File: config.mk
export PLATFORM = sky130hd
export DESIGN_NAME = usc_top
export DESIGN_NICKNAME = d
export VERILOG_FILES = /design/src/design/usc_pkg.sv /design/src/design/usc_top.sv
export SDC_FILE = /design/constraint.sdc
export NUM_CORES = 1
export LEC_CHECK = 0
export BUFFER_PORTS_ARGS = -buffer_cell sky130_fd_sc_hd__buf_2
export CAP_MARGIN = 10
export CORE_UTILIZATION = 63
export CTS_CLUSTER_SIZE = 12
export DETAILED_ROUTE_END_ITERATION = 12
export PLACE_DENSITY = 0.91
export SLEW_MARGIN = 10
export SYNTH_ARGS = -nofsm -noshare
export SYNTH_HDL_FRONTEND = slang
export SYNTH_SLANG_ARGS = --single-unit
File: constraint.sdc
create_clock -name clk -period 5.05 [get_ports clk]
set_input_delay 1.01 -clock clk [delete_from_list [all_inputs] [get_ports clk]]
set_output_delay 1.01 -clock clk [all_outputs]
set_load 0.03 [all_outputs]
File: src/design/usc_pkg.sv
// constants and types for the dual serial port control block
package usc_pkg;
  // ==========================================
  // register port and map
  localparam int         ADDR_W       = 8;
  localparam int         DATA_W       = 8;
  localparam int         NPORT        = 2;
  localparam int         BANK_BIT     = 7;
  localparam logic [6:0] OFF_IRQ_STAT = 7'h10;
  localparam logic [6:0] OFF_IRQ_MASK = 7'h11;
  localparam logic [6:0] OFF_RX_CTL   = 7'h13;
  localparam logic [6:0] OFF_RX_BUF   = 7'h14;
  localparam logic [6:0] OFF_TX_CTL   = 7'h15;
  localparam logic [6:0] OFF_TX_BUF   = 7'h16;
  localparam logic [6:0] OFF_BAUD     = 7'h17;
  // ==========================================
  // field positions
  localparam int CLOCK_SOURCE_SELECT_BIT   = 7;
  localparam int TX9_BIT    = 6;
  localparam int TRANSMIT_ENABLE_BIT   = 5;
  localparam int SYNC_BIT   = 4;
  localparam int SHIFT_EMPTY_FLAG_BIT   = 1;
  localparam int TX_NINTH_DATA_BIT_BIT   = 0;
  localparam int PORT_ENABLE_BIT   = 7;
  localparam int SINGLE_RECEIVE_ENABLE_BIT   = 5;
  localparam int CONTINUOUS_RECEIVE_ENABLE_BIT   = 4;
  localparam int IRQ_TX_BIT = 0;
  localparam int IRQ_RX_BIT = 1;
  // ==========================================
  // write masks and reset values
  localparam logic [7:0] TX_CTL_WMASK = 8'hF1;
  localparam logic [7:0] RX_CTL_WMASK = 8'hF0;
  localparam logic [7:0] CTL_RST      = 8'h00;
  localparam logic [1:0] IRQ_RST      = 2'h0;
  // ==========================================
  // timing and frame lengths
  localparam int         ASYNC_SHIFT = 6;   // 64 clocks per divisor step
  localparam int         SYNC_SHIFT  = 1;   // half of 4 clocks per step
  localparam logic [3:0] ALEN8       = 4'hA;
  localparam logic [3:0] ALEN9       = 4'hB;
  localparam logic [3:0] SLEN8       = 4'h8;
  localparam logic [3:0] SLEN9       = 4'h9;
  // ==========================================
  // engine states
  typedef enum logic [2:0] {
    ST_IDLE  = 3'b001,
    ST_ASYNC = 3'b010,
    ST_SYNC  = 3'b100
  } usc_state_type;
  // last count of the baud divider
  function automatic logic [13:0] div_limit(input logic sync, input logic [7:0] x);
    logic [13:0] n;
    n = {6'h00, x} + 14'h0001;
    return sync ? 14'((n << SYNC_SHIFT) - 14'h0001) : 14'((n << ASYNC_SHIFT) - 14'h0001);
  endfunction : div_limit
endpackage : usc_pkg

File: src/design/usc_top.sv
// dual serial port: per-port mode, transmit control, pins and interrupts
`timescale 1ns/1ps
`default_nettype none

module usc_port #(
  parameter logic PORT_ID = 1'b0
) (
  // clock and reset
  input  wire logic       clk,
  input  wire logic       resetn,
  // register port
  input  wire logic [7:0] addr,
  input  wire logic [7:0] wrData,
  input  wire logic       wrEn,
  input  wire logic       rdEn,
  output logic      [7:0] rdData,
  // interrupt
  output logic            irq,
  // pins
  input  wire logic       receiveDataPinIn,
  output logic            receiveDataPinOut,
  output logic            receiveDataPinOe,
  input  wire logic       transmitClockPinIn,
  output logic            transmitClockPinOut,
  output logic            transmitClockPinOe
);
  // ==========================================
  // state
  logic [7:0]             txCtl_reg, txCtl_next, rxCtl_reg, rxCtl_next;
  logic [7:0]             baud_reg, baud_next, txBuf_reg, txBuf_next;
  logic [7:0]             rxBuf_reg, rxBuf_next, rdData_reg, rdData_next;
  logic                   bufFull_reg, bufFull_next, txMode_reg, txMode_next;
  logic [1:0]             irqStat_reg, irqStat_next, irqMask_reg, irqMask_next;
  logic [10:0]            shift_reg, shift_next;
  logic [3:0]             bitCnt_reg, bitCnt_next, frameLen_reg, frameLen_next;
  logic [13:0]            divCnt_reg, divCnt_next;
  logic                   ckLine_reg, ckLine_next, dtLine_reg, dtLine_next;
  logic                   ckInPrev_reg, ckInPrev_next;
  usc_pkg::usc_state_type state_reg, state_next;
  logic                   sel, port_enable, single_receive_enable, continuous_receive_enable, clock_source_select, sync, transmit_enable, tx9, shift_empty_flag;
  logic                   tick, rise, fall, txLoad, rxDone, lastBit;
  logic [6:0]             off;
  logic [1:0]             clr;

  // ==========================================
  // decoded mode and control bits
  assign sel  = (addr[usc_pkg::BANK_BIT] == PORT_ID);
  assign off  = addr[6:0];
  assign port_enable = rxCtl_reg[usc_pkg::PORT_ENABLE_BIT];
  assign single_receive_enable = rxCtl_reg[usc_pkg::SINGLE_RECEIVE_ENABLE_BIT];
  assign continuous_receive_enable = rxCtl_reg[usc_pkg::CONTINUOUS_RECEIVE_ENABLE_BIT];
  assign clock_source_select = txCtl_reg[usc_pkg::CLOCK_SOURCE_SELECT_BIT];
  assign sync = txCtl_reg[usc_pkg::SYNC_BIT];
  assign transmit_enable = txCtl_reg[usc_pkg::TRANSMIT_ENABLE_BIT];
  assign tx9  = txCtl_reg[usc_pkg::TX9_BIT];
  assign shift_empty_flag = !(txMode_reg && state_reg != usc_pkg::ST_IDLE);
  assign tick = (divCnt_reg == usc_pkg::div_limit(sync, baud_reg));
  // clock edges from own clock or partner
  assign rise = clock_source_select ? (tick && !ckLine_reg) : (transmitClockPinIn && !ckInPrev_reg);
  assign fall = clock_source_select ? (tick && ckLine_reg) : (!transmitClockPinIn && ckInPrev_reg);
  assign lastBit = (bitCnt_reg == frameLen_reg - 4'h1);
  assign clr = (wrEn && sel && off == usc_pkg::OFF_IRQ_STAT) ? wrData[1:0] : 2'h0;

  // ==========================================
  // registers, reads and serial engine
  always_comb begin
    txCtl_next    = txCtl_reg;
    rxCtl_next    = rxCtl_reg;
    baud_next     = baud_reg;
    txBuf_next    = txBuf_reg;
    rxBuf_next    = rxBuf_reg;
    bufFull_next  = bufFull_reg;
    txMode_next   = txMode_reg;
    irqMask_next  = irqMask_reg;
    shift_next    = shift_reg;
    bitCnt_next   = bitCnt_reg;
    frameLen_next = frameLen_reg;
    ckLine_next   = ckLine_reg;
    dtLine_next   = dtLine_reg;
    state_next    = state_reg;
    ckInPrev_next = transmitClockPinIn;
    rdData_next   = 8'h00;
    txLoad        = 1'b0;
    rxDone        = 1'b0;
    // software writes
    if (wrEn && sel) begin
      case (off)
        usc_pkg::OFF_TX_CTL:   txCtl_next = wrData & usc_pkg::TX_CTL_WMASK;
        usc_pkg::OFF_RX_CTL:   rxCtl_next = wrData & usc_pkg::RX_CTL_WMASK;
        usc_pkg::OFF_BAUD:     baud_next = wrData;
        usc_pkg::OFF_IRQ_MASK: irqMask_next = wrData[1:0];
        usc_pkg::OFF_TX_BUF: begin
          txBuf_next   = wrData;
          bufFull_next = 1'b1;
        end
        default: ;
      endcase
    end
    // read data, zero for unmapped offsets
    if (rdEn && sel) begin
      case (off)
        usc_pkg::OFF_TX_CTL: begin
          rdData_next = txCtl_reg;
          rdData_next[usc_pkg::SHIFT_EMPTY_FLAG_BIT] = shift_empty_flag;
        end
        usc_pkg::OFF_RX_CTL:   rdData_next = rxCtl_reg;
        usc_pkg::OFF_BAUD:     rdData_next = baud_reg;
        usc_pkg::OFF_TX_BUF:   rdData_next = txBuf_reg;
        usc_pkg::OFF_RX_BUF:   rdData_next = rxBuf_reg;
        usc_pkg::OFF_IRQ_STAT: rdData_next = {6'h00, irqStat_reg};
        usc_pkg::OFF_IRQ_MASK: rdData_next = {6'h00, irqMask_reg};
        default:               rdData_next = 8'h00;
      endcase
    end
    // engine
    case (state_reg)
      usc_pkg::ST_IDLE: begin
        ckLine_next = !sync;  // mark level async, clock low sync
        // sync receive start, single only as master
        if (port_enable && sync && (continuous_receive_enable || (single_receive_enable && clock_source_select))) begin
          state_next    = usc_pkg::ST_SYNC;
          txMode_next   = 1'b0;
          bitCnt_next   = 4'h0;
          frameLen_next = usc_pkg::SLEN8;
        // transmit only when enabled and no receive
        end else if (port_enable && transmit_enable && bufFull_reg && !(sync && (single_receive_enable || continuous_receive_enable))) begin
          txLoad       = 1'b1;
          bufFull_next = 1'b0;
          txMode_next  = 1'b1;
          bitCnt_next  = 4'h0;
          // ninth bit taken from control register
          if (sync) begin
            shift_next    = {2'b11, txCtl_reg[usc_pkg::TX_NINTH_DATA_BIT_BIT], txBuf_reg};
            frameLen_next = tx9 ? usc_pkg::SLEN9 : usc_pkg::SLEN8;
            dtLine_next   = txBuf_reg[0];
            state_next    = usc_pkg::ST_SYNC;
          end else begin
            shift_next    = {1'b1, tx9 ? txCtl_reg[usc_pkg::TX_NINTH_DATA_BIT_BIT] : 1'b1, txBuf_reg, 1'b0};
            frameLen_next = tx9 ? usc_pkg::ALEN9 : usc_pkg::ALEN8;
            ckLine_next   = 1'b0;
            state_next    = usc_pkg::ST_ASYNC;
          end
        end
      end
      usc_pkg::ST_ASYNC: begin
        if (tick) begin
          shift_next  = {1'b1, shift_reg[10:1]};
          bitCnt_next = bitCnt_reg + 4'h1;
          if (lastBit) begin
            state_next = usc_pkg::ST_IDLE;
          end
        end
        ckLine_next = shift_next[0];
      end
      usc_pkg::ST_SYNC: begin
        if (clock_source_select && tick) begin
          ckLine_next = !ckLine_reg;
        end
        if (rise && !txMode_reg) begin
          shift_next = {shift_reg[10:8], receiveDataPinIn, shift_reg[7:1]};
        end
        if (fall) begin
          bitCnt_next = bitCnt_reg + 4'h1;
          if (txMode_reg) begin
            shift_next  = {1'b0, shift_reg[10:1]};
            dtLine_next = shift_reg[1];
          end
          if (lastBit) begin
            state_next = usc_pkg::ST_IDLE;
            if (!txMode_reg) begin
              rxDone     = 1'b1;
              rxBuf_next = shift_reg[7:0];
              if (clock_source_select && !continuous_receive_enable) begin
                rxCtl_next[usc_pkg::SINGLE_RECEIVE_ENABLE_BIT] = 1'b0;
              end
            end
          end
        end
      end
      default: state_next = usc_pkg::ST_IDLE;
    endcase
    // port disable stops the engine
    if (!port_enable) begin
      state_next = usc_pkg::ST_IDLE;
    end
    divCnt_next = (state_reg == usc_pkg::ST_IDLE || tick) ? 14'h0000 : divCnt_reg + 14'h0001;
    // sticky flags, set wins over write-one clear
    irqStat_next = (irqStat_reg & ~clr) | {rxDone, txLoad};
  end

  // register update
  always_ff @(posedge clk or negedge resetn) begin
    if (!resetn) begin
      txCtl_reg    <= usc_pkg::CTL_RST;
      rxCtl_reg    <= usc_pkg::CTL_RST;
      baud_reg     <= 8'h00;
      txBuf_reg    <= 8'h00;
      rxBuf_reg    <= 8'h00;
      rdData_reg   <= 8'h00;
      bufFull_reg  <= 1'b0;
      txMode_reg   <= 1'b0;
      irqStat_reg  <= usc_pkg::IRQ_RST;
      irqMask_reg  <= usc_pkg::IRQ_RST;
      shift_reg    <= 11'h7FF;
      bitCnt_reg   <= 4'h0;
      frameLen_reg <= 4'h0;
      divCnt_reg   <= 14'h0000;
      ckLine_reg   <= 1'b1;
      dtLine_reg   <= 1'b0;
      ckInPrev_reg <= 1'b0;
      state_reg    <= usc_pkg::ST_IDLE;
    end else begin
      txCtl_reg    <= txCtl_next;
      rxCtl_reg    <= rxCtl_next;
      baud_reg     <= baud_next;
      txBuf_reg    <= txBuf_next;
      rxBuf_reg    <= rxBuf_next;
      rdData_reg   <= rdData_next;
      bufFull_reg  <= bufFull_next;
      txMode_reg   <= txMode_next;
      irqStat_reg  <= irqStat_next;
      irqMask_reg  <= irqMask_next;
      shift_reg    <= shift_next;
      bitCnt_reg   <= bitCnt_next;
      frameLen_reg <= frameLen_next;
      divCnt_reg   <= divCnt_next;
      ckLine_reg   <= ckLine_next;
      dtLine_reg   <= dtLine_next;
      ckInPrev_reg <= ckInPrev_next;
      state_reg    <= state_next;
    end
  end

  // ==========================================
  // outputs; pin ownership and direction
  assign rdData              = rdData_reg;
  assign irq                 = |(irqStat_reg & irqMask_reg);
  assign transmitClockPinOut = ckLine_reg;
  assign transmitClockPinOe  = port_enable && (!sync || clock_source_select);
  assign receiveDataPinOut   = dtLine_reg;
  assign receiveDataPinOe    = port_enable && sync && transmit_enable && !(single_receive_enable || continuous_receive_enable);
endmodule : usc_port

// top: two identical ports on one register port
module usc_top (
  // clock and reset
  input  wire logic                      clk,
  input  wire logic                      resetn,
  // register port
  input  wire logic [7:0]                addr,
  input  wire logic [7:0]                wrData,
  input  wire logic                      wrEn,
  input  wire logic                      rdEn,
  output logic      [7:0]                rdData,
  // interrupts, one per port
  output logic      [usc_pkg::NPORT-1:0] irq,
  // pins, one bit per port
  input  wire logic [usc_pkg::NPORT-1:0] receiveDataPinIn,
  output logic      [usc_pkg::NPORT-1:0] receiveDataPinOut,
  output logic      [usc_pkg::NPORT-1:0] receiveDataPinOe,
  input  wire logic [usc_pkg::NPORT-1:0] transmitClockPinIn,
  output logic      [usc_pkg::NPORT-1:0] transmitClockPinOut,
  output logic      [usc_pkg::NPORT-1:0] transmitClockPinOe
);
  logic [7:0] portRd [usc_pkg::NPORT];

  for (genvar i = 0; i < usc_pkg::NPORT; i++) begin : gPort
    usc_port #(.PORT_ID(1'(i))) uPort (
      .clk                 (clk),
      .resetn              (resetn),
      .addr                (addr),
      .wrData              (wrData),
      .wrEn                (wrEn),
      .rdEn                (rdEn),
      .rdData              (portRd[i]),
      .irq                 (irq[i]),
      .receiveDataPinIn    (receiveDataPinIn[i]),
      .receiveDataPinOut   (receiveDataPinOut[i]),
      .receiveDataPinOe    (receiveDataPinOe[i]),
      .transmitClockPinIn  (transmitClockPinIn[i]),
      .transmitClockPinOut (transmitClockPinOut[i]),
      .transmitClockPinOe  (transmitClockPinOe[i])
    );
  end

  // unselected port reads zero
  assign rdData = portRd[0] | portRd[1];
endmodule : usc_top

`default_nettype wire

Yosys cells after proc, flatten, opt, wreduce, memory -nomap -nowiden --
Index checks and enable logic that the tools add are counted.
Word-level totals: flip-flop bits (word level) 172, input port bits 24, output and inout bits 18, logic and storage cells 339
Cells by class: add/subtract/negate cells 12, equal/unequal tests 41, multiplexer cells 132, bitwise gates (word level) 12, reduce and logical (&&, ||, !) cells 102
Operators by type and width (count):
- case mux 8 bit (7 select lines) | 2
- 2-to-1 mux 11 bit | 10
- 2-to-1 mux 1 bit | 66
- case mux 11 bit (3 select lines) | 2
- 2-to-1 mux 14 bit | 4
- 2-to-1 mux 4 bit | 14
- subtractor 14 x 1 -> 14 bit (second input constant) | 4
- equality test 7 x 5 -> 1 bit (second input constant) | 7
- logical AND 1 bit | 42
- 2-to-1 mux 3 bit | 14
- 2-to-1 mux 8 bit | 4
- adder 14 x 1 -> 14 bit (second input constant) | 2
- equality test 14 bit | 2
- AND reduction 2 bit | 14
- 2-to-1 mux 6 bit | 4
- inequality test 2 x 1 -> 1 bit (second input constant) | 12
- case mux 4 bit (3 select lines) | 2
- AND reduction 4 bit | 6
- 2-to-1 mux 10 bit | 2
- adder 8 x 1 -> 9 bit (second input constant) | 2
- zero test 1 bit | 18
- case mux 3 bit (3 select lines) | 2
- inequality test 3 x 1 -> 1 bit (second input constant) | 4
- inequality test 3 bit (second input constant) | 4
- 22 further kinds | 56

Logic depth before layout (Yosys ltp) --
Gate-level depths: netlist of the first run.
depth after elaboration 11, mapped depth 14, mapped depth without buffers 12

Hierarchy --
From an unflattened synthesis of the first run, not the netlist that was laid out.
Second synthesis, totals: cells, all modules 1098, area total of the unflattened synthesis 10640.2 um^2
By module, submodules not included:
- usc_port (gPort[1].uPort) | times used 1, cells each 591, area an instance 5517.8 um^2, seq. area each 2143.3 um^2
- usc_port (gPort[0].uPort) | times used 1, cells each 499, area an instance 5072.4 um^2, seq. area each 2143.3 um^2
- usc_top | times used 1, cells each 8, area an instance 50.0 um^2, seq. area each 0.0 um^2

Worst setup path before layout of the first run --
No wires, ideal clock.
path kind register to register, start register gPort[1].uPort.baud_reg[0], end register gPort[1].uPort.rxBuf_reg[0], library setup time 0.128 ns, data arrival time 3.820 ns, data required time 4.922 ns, setup slack 1.102 ns, stages on the path, launching flop included 15, path buffers 2, clock period less this slack 3.948 ns, cells stage by stage dfrtp_1 > ha_1 > nand2_2 > or4_1 > buf_2 > nand2_4 > nor4_1 > a31o_1 > or4_1 > or4_1 > nor3_2 > a21o_1 > and3_1 > buf_4 > mux2_1
Between the ends: longest elaborated chain between the ends 7, elaborated cells on any way between the ends 8, those cells by class 3 x add/sub; 1 x eq/ne; 2 x mux; 2 x reduce/logical
Ends and longest elaborated chain:
- start: declaration | line usc_top.sv:30 | logic [7:0] baud_reg, baud_next, txBuf_reg, txBuf_next;
- start signal: assignment | line usc_top.sv:215 | baud_reg <= baud_next;
- adder 8 x 1 -> 9 bit * | line usc_pkg.sv:53 | n = {6'h00, x} + 14'h0001;
- subtractor 14 x 1 -> 14 bit | line usc_pkg.sv:54 | return sync ? 14'((n << SYNC_SHIFT) - 14'h0001) : 14'((n << ASYNC_SHIFT) - 14'h0001);
- 2-to-1 mux 14 bit * | line usc_pkg.sv:54
- equality test 14 bit * | line usc_top.sv:57 | assign tick = (divCnt_reg == usc_pkg::div_limit(sync, baud_reg));
- logical AND 1 bit * | line usc_top.sv:60 | assign fall = clock_source_select ? (tick && ckLine_reg) : (!transmitClockPinIn && ckInPrev_reg);
- 2-to-1 mux 1 bit * | line usc_top.sv:60
- AND reduction 4 bit (no source line) *
- end signal: assignment | line usc_top.sv:217 | rxBuf_reg <= rxBuf_next;
- end: declaration | line usc_top.sv:31 | logic [7:0] rxBuf_reg, rxBuf_next, rdData_reg, rdData_next;
Mark *: on every way between the ends. The rest lies on a longest branch, timed or not. A chain may end at the register's enable or synchronous reset.

Worst setup path in the final report of the first run --
start register gPort[1].uPort.baud_reg[1], end register gPort[1].uPort.rxBuf_reg[6]
The elaborated chain is that of the path after synthesis.

==> run summary, run 1 <==
number of global-route vias before repair: 9,148
clock-pin transition on the worst setup and hold timing paths: 0.07 ns
largest net degree at the start of global routing: 101
post-synthesis cell count: 1,136
hold depth: 2
Sink Count: 170
Rows: 47
htree depth: 4
worst skew pair latency: 0.44 ns
CP Data Required Time: 5.37 ns
nets@finish: 1,176
CP Max Fanout: 10
footprint of the multi-input gates: 5878 um2
kind of critical path: reg -> reg
Overflow after GRT: 0
antenna violations before repair: 0
Pins Over Slew Limit: 0
Worst VDD drop: 0.2783 mV
Syn. warnings: 0
flop2flop setup slack: 0.24 ns
Post-synth ARST share: 1.000
fmax: 0.2079 GHz
Reg2Reg Capture Point: gPort[1].uPort.rxBuf_reg[6]
Detail Route Antenna Nets: 0
post-layout min period: 4.810 ns
leading area contributor after synthesis: dfrtp_1
core area: 16,520 um2
final period utilization: 0.9525
HP Class: reg -> reg
DRC Markers: 0
CP cell instances: ha_1, nand2_2, or4_1, and3_1, o21ai_0, a21oi_1, or4_1, or4_1, nor3_2, a21o_1, and3_1, mux2_1
CTS buffer count: 17
ANT cells: 0
P&R area growth vs syn: 8.571%
PortBufs: 41
delay of the slowest cell on the worst path: 0.66 ns
Reg-to-Reg Start: gPort[1].uPort.baud_reg[1]
EDFF count, synth: 0
sequential element share of the synthesized area: 0.4039
DR WL/cell: 20.54 um
filler instances: 1,210
die height: 131.8 um
total wire length: 28,250 um
Post-CTS Setup Repair Bufs: 0
r2r worst-path depth: 12
syn_nets: 1,170
top-count cell post-synth: dfrtp_1
Synth top cells by count: dfrtp_1, nand2_1, nor2_1, mux2_2, a21oi_1
WP buf/inv: 0
Place WS: 0.3759 ns
Max Clock Skew: 0.01302 ns
largest cells by area after synthesis: dfrtp_1, mux2_2, dfstp_2
Max-Cap Viols: 0
CTS Buffer Depth: 2
DR iter-0 viols: 814
initial core utilization: 0.6423
status: complete, no violations
Setup TNS: 0 ns
final worst slack: 0.2400 ns
Final HPWL DP: 19,610 um
fin cells: 1,375
Synth top area share: 0.3395
Final Hold Viols: 0
drt pass-1 iters: 8
Synth Register Bits: 170
RSZ-0062 raised after global routing: false
first-pass GRT wire length: 46,490 um
vias post-DR: 9,173
leakage: 5.016 nW
Util after Layout: 0.6974
Worst setup SP type: flip-flop
CP endpoint kind: flip-flop
Resized cells post-CTS: 0
worst-margin pin slew: 1.042 ns
cts hold-fix bufs: 0
layout cell share with drive strength beyond 1: 0.1939
root buffer cell: clkbuf_16
cell family with most CP delay: simple AND/OR/NAND/NOR gates
crit path DAT: 5.13 ns
FF/Latch Area: 4287 um2
Top Ports: 42
placed cells: 1,343
crit-path most repeated cell: or4_1
Slew HR: 0.3039
worst hold start: gPort[0].uPort.shift_reg[8]
Worst Hold Path EP: gPort[0].uPort.shift_reg[8]
synthesized area: 10,610 um2
final setup violation count: 0
syn_area_per_cell: 9.343 um2
total track usage: 0.3368
Largest register FFs: 28
Final GP Congestion: 0.9888
slowest CP cell: or4_1
CTS tree: yes
count of cell types in the netlist: 91
pwr/cell area: 291.4 nW/um2
Via-to-Cell Ratio: 6.671
die extent in x: 131.8 um
Die ar.: 17,370 um2
ys flop type: dfrtp_1
-- per-layer routing --
| metal | GRT usage | vias to the layer above | part of all wire |
|---|---|---|---|
| met1 | 0.4128 | 4455 | 0.39 |
| li1 | - | 4155 | - |
| met5 | 0 | - | 0 |
| met4 | 0.1770 | 0 | 0.045 |
| met2 | 0.5720 | 446 | 0.50 |
| met3 | 0.05652 | 117 | 0.062 |
-- stage by stage --
stage,cell area [um2],hold slack (ns),total power [mW]
2_1_floorplan,10610,0.4435,1.851
3_3_place_gp,10900,0.4524,1.968
3_5_place_dp,10900,0.4631,1.992
4_1_cts,11520,0.4725,3.352
5_1_grt,11520,0.5055,3.462
6_report,11520,0.4722,3.358
-- layout by cell type (no fill, tap or decap), types with 7 or more instances in the layout --
| cell | Yosys | final |
|---|---|---|
| or2_2 | 11 | 11 |
| mux2_2 | 64 | 64 |
| buf_4 | 11 | 14 |
| mux2i_1 | 26 | 26 |
| nor2b_1 | 15 | 15 |
| xnor2_1 | 29 | 29 |
| a22o_1 | 8 | 8 |
| and2_1 | 16 | 16 |
| dfstp_2 | 26 | 26 |
| a211oi_1 | 12 | 12 |
| nand2_1 | 105 | 105 |
| o21ai_1 | 7 | 7 |
| o21ai_0 | 46 | 46 |
| ha_1 | 10 | 10 |
| or4_1 | 7 | 7 |
| clkbuf_16 | 0 | 17 |
| a21o_1 | 8 | 8 |
| buf_2 | 8 | 40 |
| xor2_1 | 19 | 19 |
| a22oi_1 | 17 | 17 |
| inv_1 | 38 | 38 |
| nand3b_1 | 11 | 11 |
| nand4_1 | 9 | 9 |
| a21oi_1 | 63 | 63 |
| o22ai_1 | 10 | 10 |
| and3_1 | 16 | 16 |
| o211ai_1 | 7 | 7 |
| nor2_1 | 87 | 87 |
| or3_1 | 18 | 18 |
| nor4_1 | 12 | 11 |
| a41oi_1 | 7 | 7 |
| nand2b_1 | 14 | 14 |
| nand3_1 | 40 | 40 |
| a31oi_1 | 9 | 9 |
| dfrtp_1 | 144 | 144 |
| mux2_1 | 16 | 16 |
| nor3_1 | 26 | 26 |
-- worst max-delay path by stage --
stage / startpoint / to / slack (ns) / depth (start not counted)
after floorplan: gPort[1].uPort.baud_reg[0] / gPort[1].uPort.rxBuf_reg[0] / 1.10 / 14
after global placement: gPort[1].uPort.baud_reg[1] / gPort[1].uPort.rxBuf_reg[3] / 0.52 / 12
after detailed placement: gPort[1].uPort.baud_reg[1] / gPort[1].uPort.rxBuf_reg[0] / 0.38 / 12
after CTS: gPort[1].uPort.baud_reg[1] / gPort[1].uPort.rxBuf_reg[6] / 0.34 / 12
after global routing: gPort[1].uPort.baud_reg[1] / gPort[1].uPort.rxBuf_reg[6] / 0.1 / 12
final: gPort[1].uPort.baud_reg[1] / gPort[1].uPort.rxBuf_reg[6] / 0.24 / 12
-- layout make-up --
class | count | share of cell area
clock buffers | 19 | 0.03930
flip-flops and latches | 170 | 0.3720
multi-input cells | 859 | 0.5101
inverters | 39 | 0.01270
clock inverters | 13 | 0.01455
repair buffers | 55 | 0.02747
well taps | 220 | 0.02389
-- power breakdown --
part | internal [mW] | total, mW | switching (mW)
registers | 1.45 | 1.54 | 0.0864
logic | 0.172 | 0.443 | 0.271
clock network | 0.807 | 1.38 | 0.571
total | 2.43 | 3.36 | 0.928
-- cell families after synthesis --
logic type               count (synthesis)  share of synthesized area
XOR/XNOR                                51                    0.04597
multiplexers                           107                     0.1108
AO/OA/AOI/OAI                          271                     0.1800
adder cells (fa/ha/maj)                 10                    0.01179
flip-flops                             170                     0.4039
buffers and inverters                  107                    0.04338
AND/OR/NAND/NOR                        420                     0.2042
-- worst register-to-register path: stages, from the launching register on --
cell     delay, ns
dfrtp_1       0.53
ha_1          0.39
nand2_2       0.16
or4_1         0.66
and3_1        0.22
o21ai_0       0.19
a21oi_1       0.11
or4_1         0.49
or4_1         0.64
nor3_2        0.28
a21o_1        0.18
and3_1        0.46
mux2_1        0.40
Power figures use the tool's default switching activity.
==> inputs of run 2 (changes only) <==
--- a/config.mk
+++ b/config.mk
@@ -11,6 +11,7 @@
 export CTS_CLUSTER_SIZE = 12
 export DETAILED_ROUTE_END_ITERATION = 12
 export PLACE_DENSITY = 0.91
+export REMOVE_ABC_BUFFERS = 1
 export SLEW_MARGIN = 10
 export SYNTH_ARGS = -nofsm -noshare
 export SYNTH_HDL_FRONTEND = slang
==> run 2 against run 1 <==
  * Global-route usage rose by 0.20 points
  * Total power rose by 2.1%
  * Clock power rose by 5%
  * Wire length rose by 0.92%
  * Register-to-register slack improved by 0.12 ns
  * Critical endpoint is now gPort[1].uPort.rxBuf_reg[4]
  * Largest cell class unchanged
==> run summary, run 2 (same netlist as run 1, synthesis figures left out) <==
status: complete, no violations (unchanged)
initial core utilization: 0.6423 (unchanged)
Max Clock Skew: 0.007753 ns (was 0.01302 ns)
die extent in x: 131.8 um (unchanged)
CTS buffer count: 17 (unchanged)
Detail Route Antenna Nets: 0 (unchanged)
drt pass-1 iters: 6 (was 8)
commonest non-fill, non-tap cell in the layout: dfrtp_1 (unchanged)
post-layout min period: 4.686 ns (was 4.810 ns)
worst-margin pin slew: 1.049 ns (was 1.042 ns)
crit path DAT: 4.99 ns (was 5.13 ns)
Via-to-Cell Ratio: 6.747 (was 6.671)
root buffer cell: clkbuf_16 (unchanged)
number of global-route vias before repair: 9,134 (was 9,148)
CTS tree: yes (unchanged)
layout cell share with drive strength beyond 1: 0.1917 (was 0.1939)
pwr/cell area: 296.7 nW/um2 (was 291.4 nW/um2)
nets@finish: 1,176 (unchanged)
Sink Count: 170 (unchanged)
core area: 16,520 um2 (unchanged)
Setup TNS: 0 ns (unchanged)
DR iter-0 viols: 967 (was 814)
HP Class: reg -> reg (unchanged)
fin cells: 1,373 (was 1,375)
ANT cells: 0 (unchanged)
CP Max Fanout: 10 (unchanged)
Final Hold Viols: 0 (unchanged)
Top Ports: 42 (unchanged)
total track usage: 0.3387 (was 0.3368)
leakage: 5.045 nW (was 5.016 nW)
CP endpoint kind: flip-flop (unchanged)
fmax: 0.2134 GHz (was 0.2079 GHz)
htree depth: 4 (unchanged)
first-pass GRT wire length: 46,900 um (was 46,490 um)
DRC Markers: 0 (unchanged)
largest net degree at the start of global routing: 98 (was 101)
PortBufs: 41 (unchanged)
Final GP Congestion: 0.9072 (was 0.9888)
commonest non-fill, non-tap cells in the layout: dfrtp_1, nand2_1, nor2_1 (unchanged)
Rows: 47 (unchanged)
DR WL/cell: 20.76 um (was 20.54 um)
Die ar.: 17,370 um2 (unchanged)
RSZ-0062 raised after global routing: false (unchanged)
cts hold-fix bufs: 0 (unchanged)
Max-Cap Viols: 0 (unchanged)
final setup violation count: 0 (unchanged)
total wire length: 28,510 um (was 28,250 um)
Worst VDD drop: 0.2676 mV (was 0.2783 mV)
Largest register FFs: 28 (unchanged)
Final HPWL DP: 19,310 um (was 19,610 um)
Overflow after GRT: 0 (unchanged)
clock-pin transition on the worst setup and hold timing paths: 0.06 ns (was 0.07 ns)
Worst setup SP type: flip-flop (unchanged)
antenna violations before repair: 0 (unchanged)
CTS Buffer Depth: 2 (unchanged)
kind of critical path: reg -> reg (unchanged)
vias post-DR: 9,263 (was 9,173)
die height: 131.8 um (unchanged)
P&R area growth vs syn: 8.900% (was 8.571%)
CP Data Required Time: 5.35 ns (was 5.37 ns)
final period utilization: 0.9280 (was 0.9525)
Slew HR: 0.2989 (was 0.3039)
worst skew pair latency: 0.43 ns (was 0.44 ns)
Pins Over Slew Limit: 0 (unchanged)
placed cells: 1,343 (unchanged)
## run 2: cell count changes in the layout (fill, tap and decap cells not counted)
cell / previous run / this run
clkinvlp_4: 5 / 1
clkinv_4: 3 / 0
bufinv_16: 3 / 5
clkbuf_1: 0 / 2
and3_1: 16 / 15
and3_2: 0 / 1
buf_12: 0 / 1
buf_4: 14 / 13
clkbuf_8: 2 / 3
clkinv_2: 1 / 2
inv_6: 1 / 0
## run 2: worst max-delay path: stages (launching register included)
cell and delay (ns):
dfrtp_1 0.54, ha_1 0.40, nand2_2 0.15, or4_1 0.64
nand2_4 0.16, nor4_1 0.06, a31o_1 0.23, or4_1 0.54
or4_1 0.63, nor3_2 0.27, a21o_1 0.19, and3_2 0.37
mux2_1 0.37
## run 2: where the power goes
group          switching, mW  internal [mW]  total (mW)
clock network          0.538          0.911        1.45
registers             0.0875           1.45        1.54
logic                  0.269          0.172       0.441
## run 2: cell type report
class                   instances  area [um2]
clock buffers                  22       474.2
clock inverters                 8       167.7
fillers                      1155        4966
inverters                      39       146.4
multi-input cells             859        5879
flip-flops and latches        170        4287
well taps                     220       275.3
repair buffers                 55       329.1
## run 2: stage by stage
stage | hold slack [ns] | setup slack [ns] | power (mW) | utilization | area, um2
2_1_floorplan | 0.4435 | 0.7878 | 1.825 | - | 10300
3_3_place_gp | 0.4520 | 0.4056 | 1.970 | 0.6606 | 10920
3_5_place_dp | 0.4558 | 0.3308 | 1.987 | 0.6606 | 10920
4_1_cts | 0.4649 | 0.2766 | 3.413 | 0.6994 | 11560
5_1_grt | 0.4819 | 0.1465 | 3.527 | 0.6995 | 11560
6_report | 0.4620 | 0.3637 | 3.430 | 0.6995 | 11560
## run 2: final timing paths
kind                                                   start  depth (start not counted)  slack (ns)                      endpoint
worst max-delay path              gPort[1].uPort.baud_reg[0]                         12        0.36   gPort[1].uPort.rxBuf_reg[4]
worst min-delay path            gPort[0].uPort.shift_reg[10]                          2        0.46  gPort[0].uPort.shift_reg[10]
worst max register to register    gPort[1].uPort.baud_reg[0]                         12        0.36   gPort[1].uPort.rxBuf_reg[4]
worst min register to register  gPort[0].uPort.shift_reg[10]                          2        0.46  gPort[0].uPort.shift_reg[10]
max in group asynchronous                             resetn                          2        3.50   gPort[1].uPort.shift_reg[0]
min in group asynchronous                             resetn                          1        0.58  gPort[0].uPort.divCnt_reg[3]
## run 2: layer usage
layer,GRT usage,share of wire,vias to the layer above
met5,0,0,-
met4,0.1699,0.046,0
met3,0.06344,0.075,132
met2,0.5632,0.49,485
met1,0.4244,0.39,4494
li1,-,-,4152
## run 2: repair_timing
action | in CTS | in global routing
resized for setup | 0 | 1
setup buffers | 0 | 0
setup endpoints to repair | 0 | 1
==> inputs of run 3 (changes only) <==
--- a/config.mk
+++ b/config.mk
@@ -7,7 +7,10 @@
 export LEC_CHECK = 0
 export BUFFER_PORTS_ARGS = -buffer_cell sky130_fd_sc_hd__buf_2
 export CAP_MARGIN = 10
-export CORE_UTILIZATION = 63
+export CELL_PAD_IN_SITES_DETAIL_PLACEMENT = 0
+export CELL_PAD_IN_SITES_GLOBAL_PLACEMENT = 1
+export CORE_MARGIN = 10
+export CORE_UTILIZATION = 49
 export CTS_CLUSTER_SIZE = 12
 export DETAILED_ROUTE_END_ITERATION = 12
 export PLACE_DENSITY = 0.91
==> run 3 against run 2 <==
  * Flip-flop and latch count stayed put
  * Global-route usage shrank 14 points
  * Critical path depth unchanged
  * Largest cell class unchanged
==> run summary, run 3 (same netlist as run 1, synthesis figures left out) <==
status: complete, no violations (unchanged)
fin cells: 1,432 (was 1,373)
Slew HR: 0.2953 (was 0.2989)
cts hold-fix bufs: 0 (unchanged)
DR WL/cell: 19.47 um (was 20.76 um)
worst skew pair latency: 0.44 ns (was 0.43 ns)
drt pass-1 iters: 5 (was 6)
DRC Markers: 0 (unchanged)
Final HPWL DP: 20,150 um (was 19,310 um)
total track usage: 0.1960 (was 0.3387)
final setup violation count: 0 (unchanged)
leakage: 5.021 nW (was 5.045 nW)
worst-margin pin slew: 1.055 ns (was 1.049 ns)
root buffer cell: clkbuf_16 (unchanged)
Final Power: 3.306 mW (was 3.430 mW)
CTS tree: yes (unchanged)
vias post-DR: 8,851 (was 9,263)
htree depth: 4 (unchanged)
Worst setup SP type: flip-flop (unchanged)
CP Data Required Time: 5.37 ns (was 5.35 ns)
post-layout min period: 4.763 ns (was 4.686 ns)
commonest non-fill, non-tap cell in the layout: dfrtp_1 (unchanged)
core area: 21,150 um2 (was 16,520 um2)
crit path DAT: 5.08 ns (was 4.99 ns)
die extent in x: 167.2 um (was 131.8 um)
RSZ-0062 raised after global routing: false (unchanged)
largest net degree at the start of global routing: 64 (was 98)
CTS buffer count: 17 (unchanged)
ANT cells: 0 (unchanged)
CP Max Fanout: 10 (unchanged)
fmax: 0.2099 GHz (was 0.2134 GHz)
Sink Count: 170 (unchanged)
Util after Layout: 0.5471 (was 0.6995)
commonest non-fill, non-tap cells in the layout: dfrtp_1, nand2_1, nor2_1 (unchanged)
pwr/cell area: 285.7 nW/um2 (was 296.7 nW/um2)
final worst slack: 0.2867 ns (was 0.3637 ns)
total wire length: 27,890 um (was 28,510 um)
Final GP Congestion: 0.9102 (was 0.9072)
Detail Route Antenna Nets: 0 (unchanged)
antenna violations before repair: 0 (unchanged)
clock-pin transition on the worst setup and hold timing paths: 0.07 ns (was 0.06 ns)
P&R area growth vs syn: 9.042% (was 8.900%)
Overflow after GRT: 0 (unchanged)
Place WS: 0.3701 ns (was 0.3308 ns)
CP endpoint kind: flip-flop (unchanged)
Die ar.: 27,950 um2 (was 17,370 um2)
Rows: 53 (was 47)
post-route cell area: 11,570 um2 (was 11,560 um2)
Worst VDD drop: 0.2059 mV (was 0.2676 mV)
Max-Cap Viols: 0 (unchanged)
kind of critical path: reg -> reg (unchanged)
first-pass GRT wire length: 45,770 um (was 46,900 um)
CTS Buffer Depth: 2 (unchanged)
number of global-route vias before repair: 8,651 (was 9,134)
Largest register FFs: 28 (unchanged)
placed cells: 1,400 (was 1,343)
Via-to-Cell Ratio: 6.181 (was 6.747)
Post-CTS Setup Repair Bufs: 0 (unchanged)
Top Ports: 42 (unchanged)
final period utilization: 0.9432 (was 0.9280)
initial core utilization: 0.5017 (was 0.6423)
HP Class: reg -> reg (unchanged)
Resized cells post-CTS: 0 (unchanged)
Setup TNS: 0 ns (unchanged)
die height: 167.2 um (was 131.8 um)
Area after DPL: 10,990 um2 (was 10,920 um2)
Final Hold Viols: 0 (unchanged)
nets@finish: 1,178 (was 1,176)
layout cell share with drive strength beyond 1: 0.1936 (was 0.1917)
Pins Over Slew Limit: 0 (unchanged)
Max Clock Skew: 0.01499 ns (was 0.007753 ns)
DR iter-0 viols: 689 (was 967)
PortBufs: 41 (unchanged)
Hold WS: 0.4651 ns (was 0.4620 ns)
[run 3: cell types whose count changed in the layout (fill, tap and decap cells not counted), sizes merged]
cell,previous run,this run
clkbuf,22,20
bufinv,5,2
clkinvlp,1,2
clkinv,2,4
buf,55,57
inv,39,43
[run 3: worst paths after layout]
path / cells after the start / slack [ns] / end / startpoint
max reg2reg: 12 / 0.29 / gPort[1].uPort.rxBuf_reg[0] / gPort[1].uPort.baud_reg[1]
max: 12 / 0.29 / gPort[1].uPort.rxBuf_reg[0] / gPort[1].uPort.baud_reg[1]
min in group asynchronous: 1 / 0.56 / gPort[0].uPort.divCnt_reg[4] / resetn
max in group asynchronous: 2 / 3.51 / gPort[1].uPort.frameLen_reg[1] / resetn
min: 2 / 0.47 / gPort[0].uPort.shift_reg[10] / gPort[0].uPort.shift_reg[10]
min reg2reg: 2 / 0.47 / gPort[0].uPort.shift_reg[10] / gPort[0].uPort.shift_reg[10]
[run 3: metal layers]
metal,vias up,share of wire,GRT usage
met1,4387,0.44,0.2539
li1,4172,-,-
met2,237,0.49,0.3275
met3,55,0.047,0.03020
met5,-,0,0
met4,0,0.021,0.06548
[run 3: where the power goes]
part           switching (mW)  total (mW)  leakage, nW  internal [mW]
clock                   0.583        1.33        0.283          0.750
combinational           0.265       0.438         2.54          0.172
sequential             0.0838        1.54         2.20           1.45
total                   0.933        3.31         5.02           2.37
[run 3: area by class of cell]
type,instances,area [um2]
fill,1920,9580
multi-input combinational,859,5878
sequential,170,4287
clock buffer,20,446.7
tap,275,344.1
timing repair buffer,57,331.6
inverter,39,146.4
clock inverter,12,140.1
[run 3: critical path, cell delays in order, from the launching register on]
cell	delay (ns)
dfrtp_1	0.54
ha_1	0.39
nand2_2	0.16
or4_1	0.65
nand2_4	0.15
nor4_1	0.06
a31o_1	0.22
or4_1	0.52
or4_1	0.63
nor3_2	0.26
a21o_1	0.19
and3_1	0.48
mux2_1	0.37
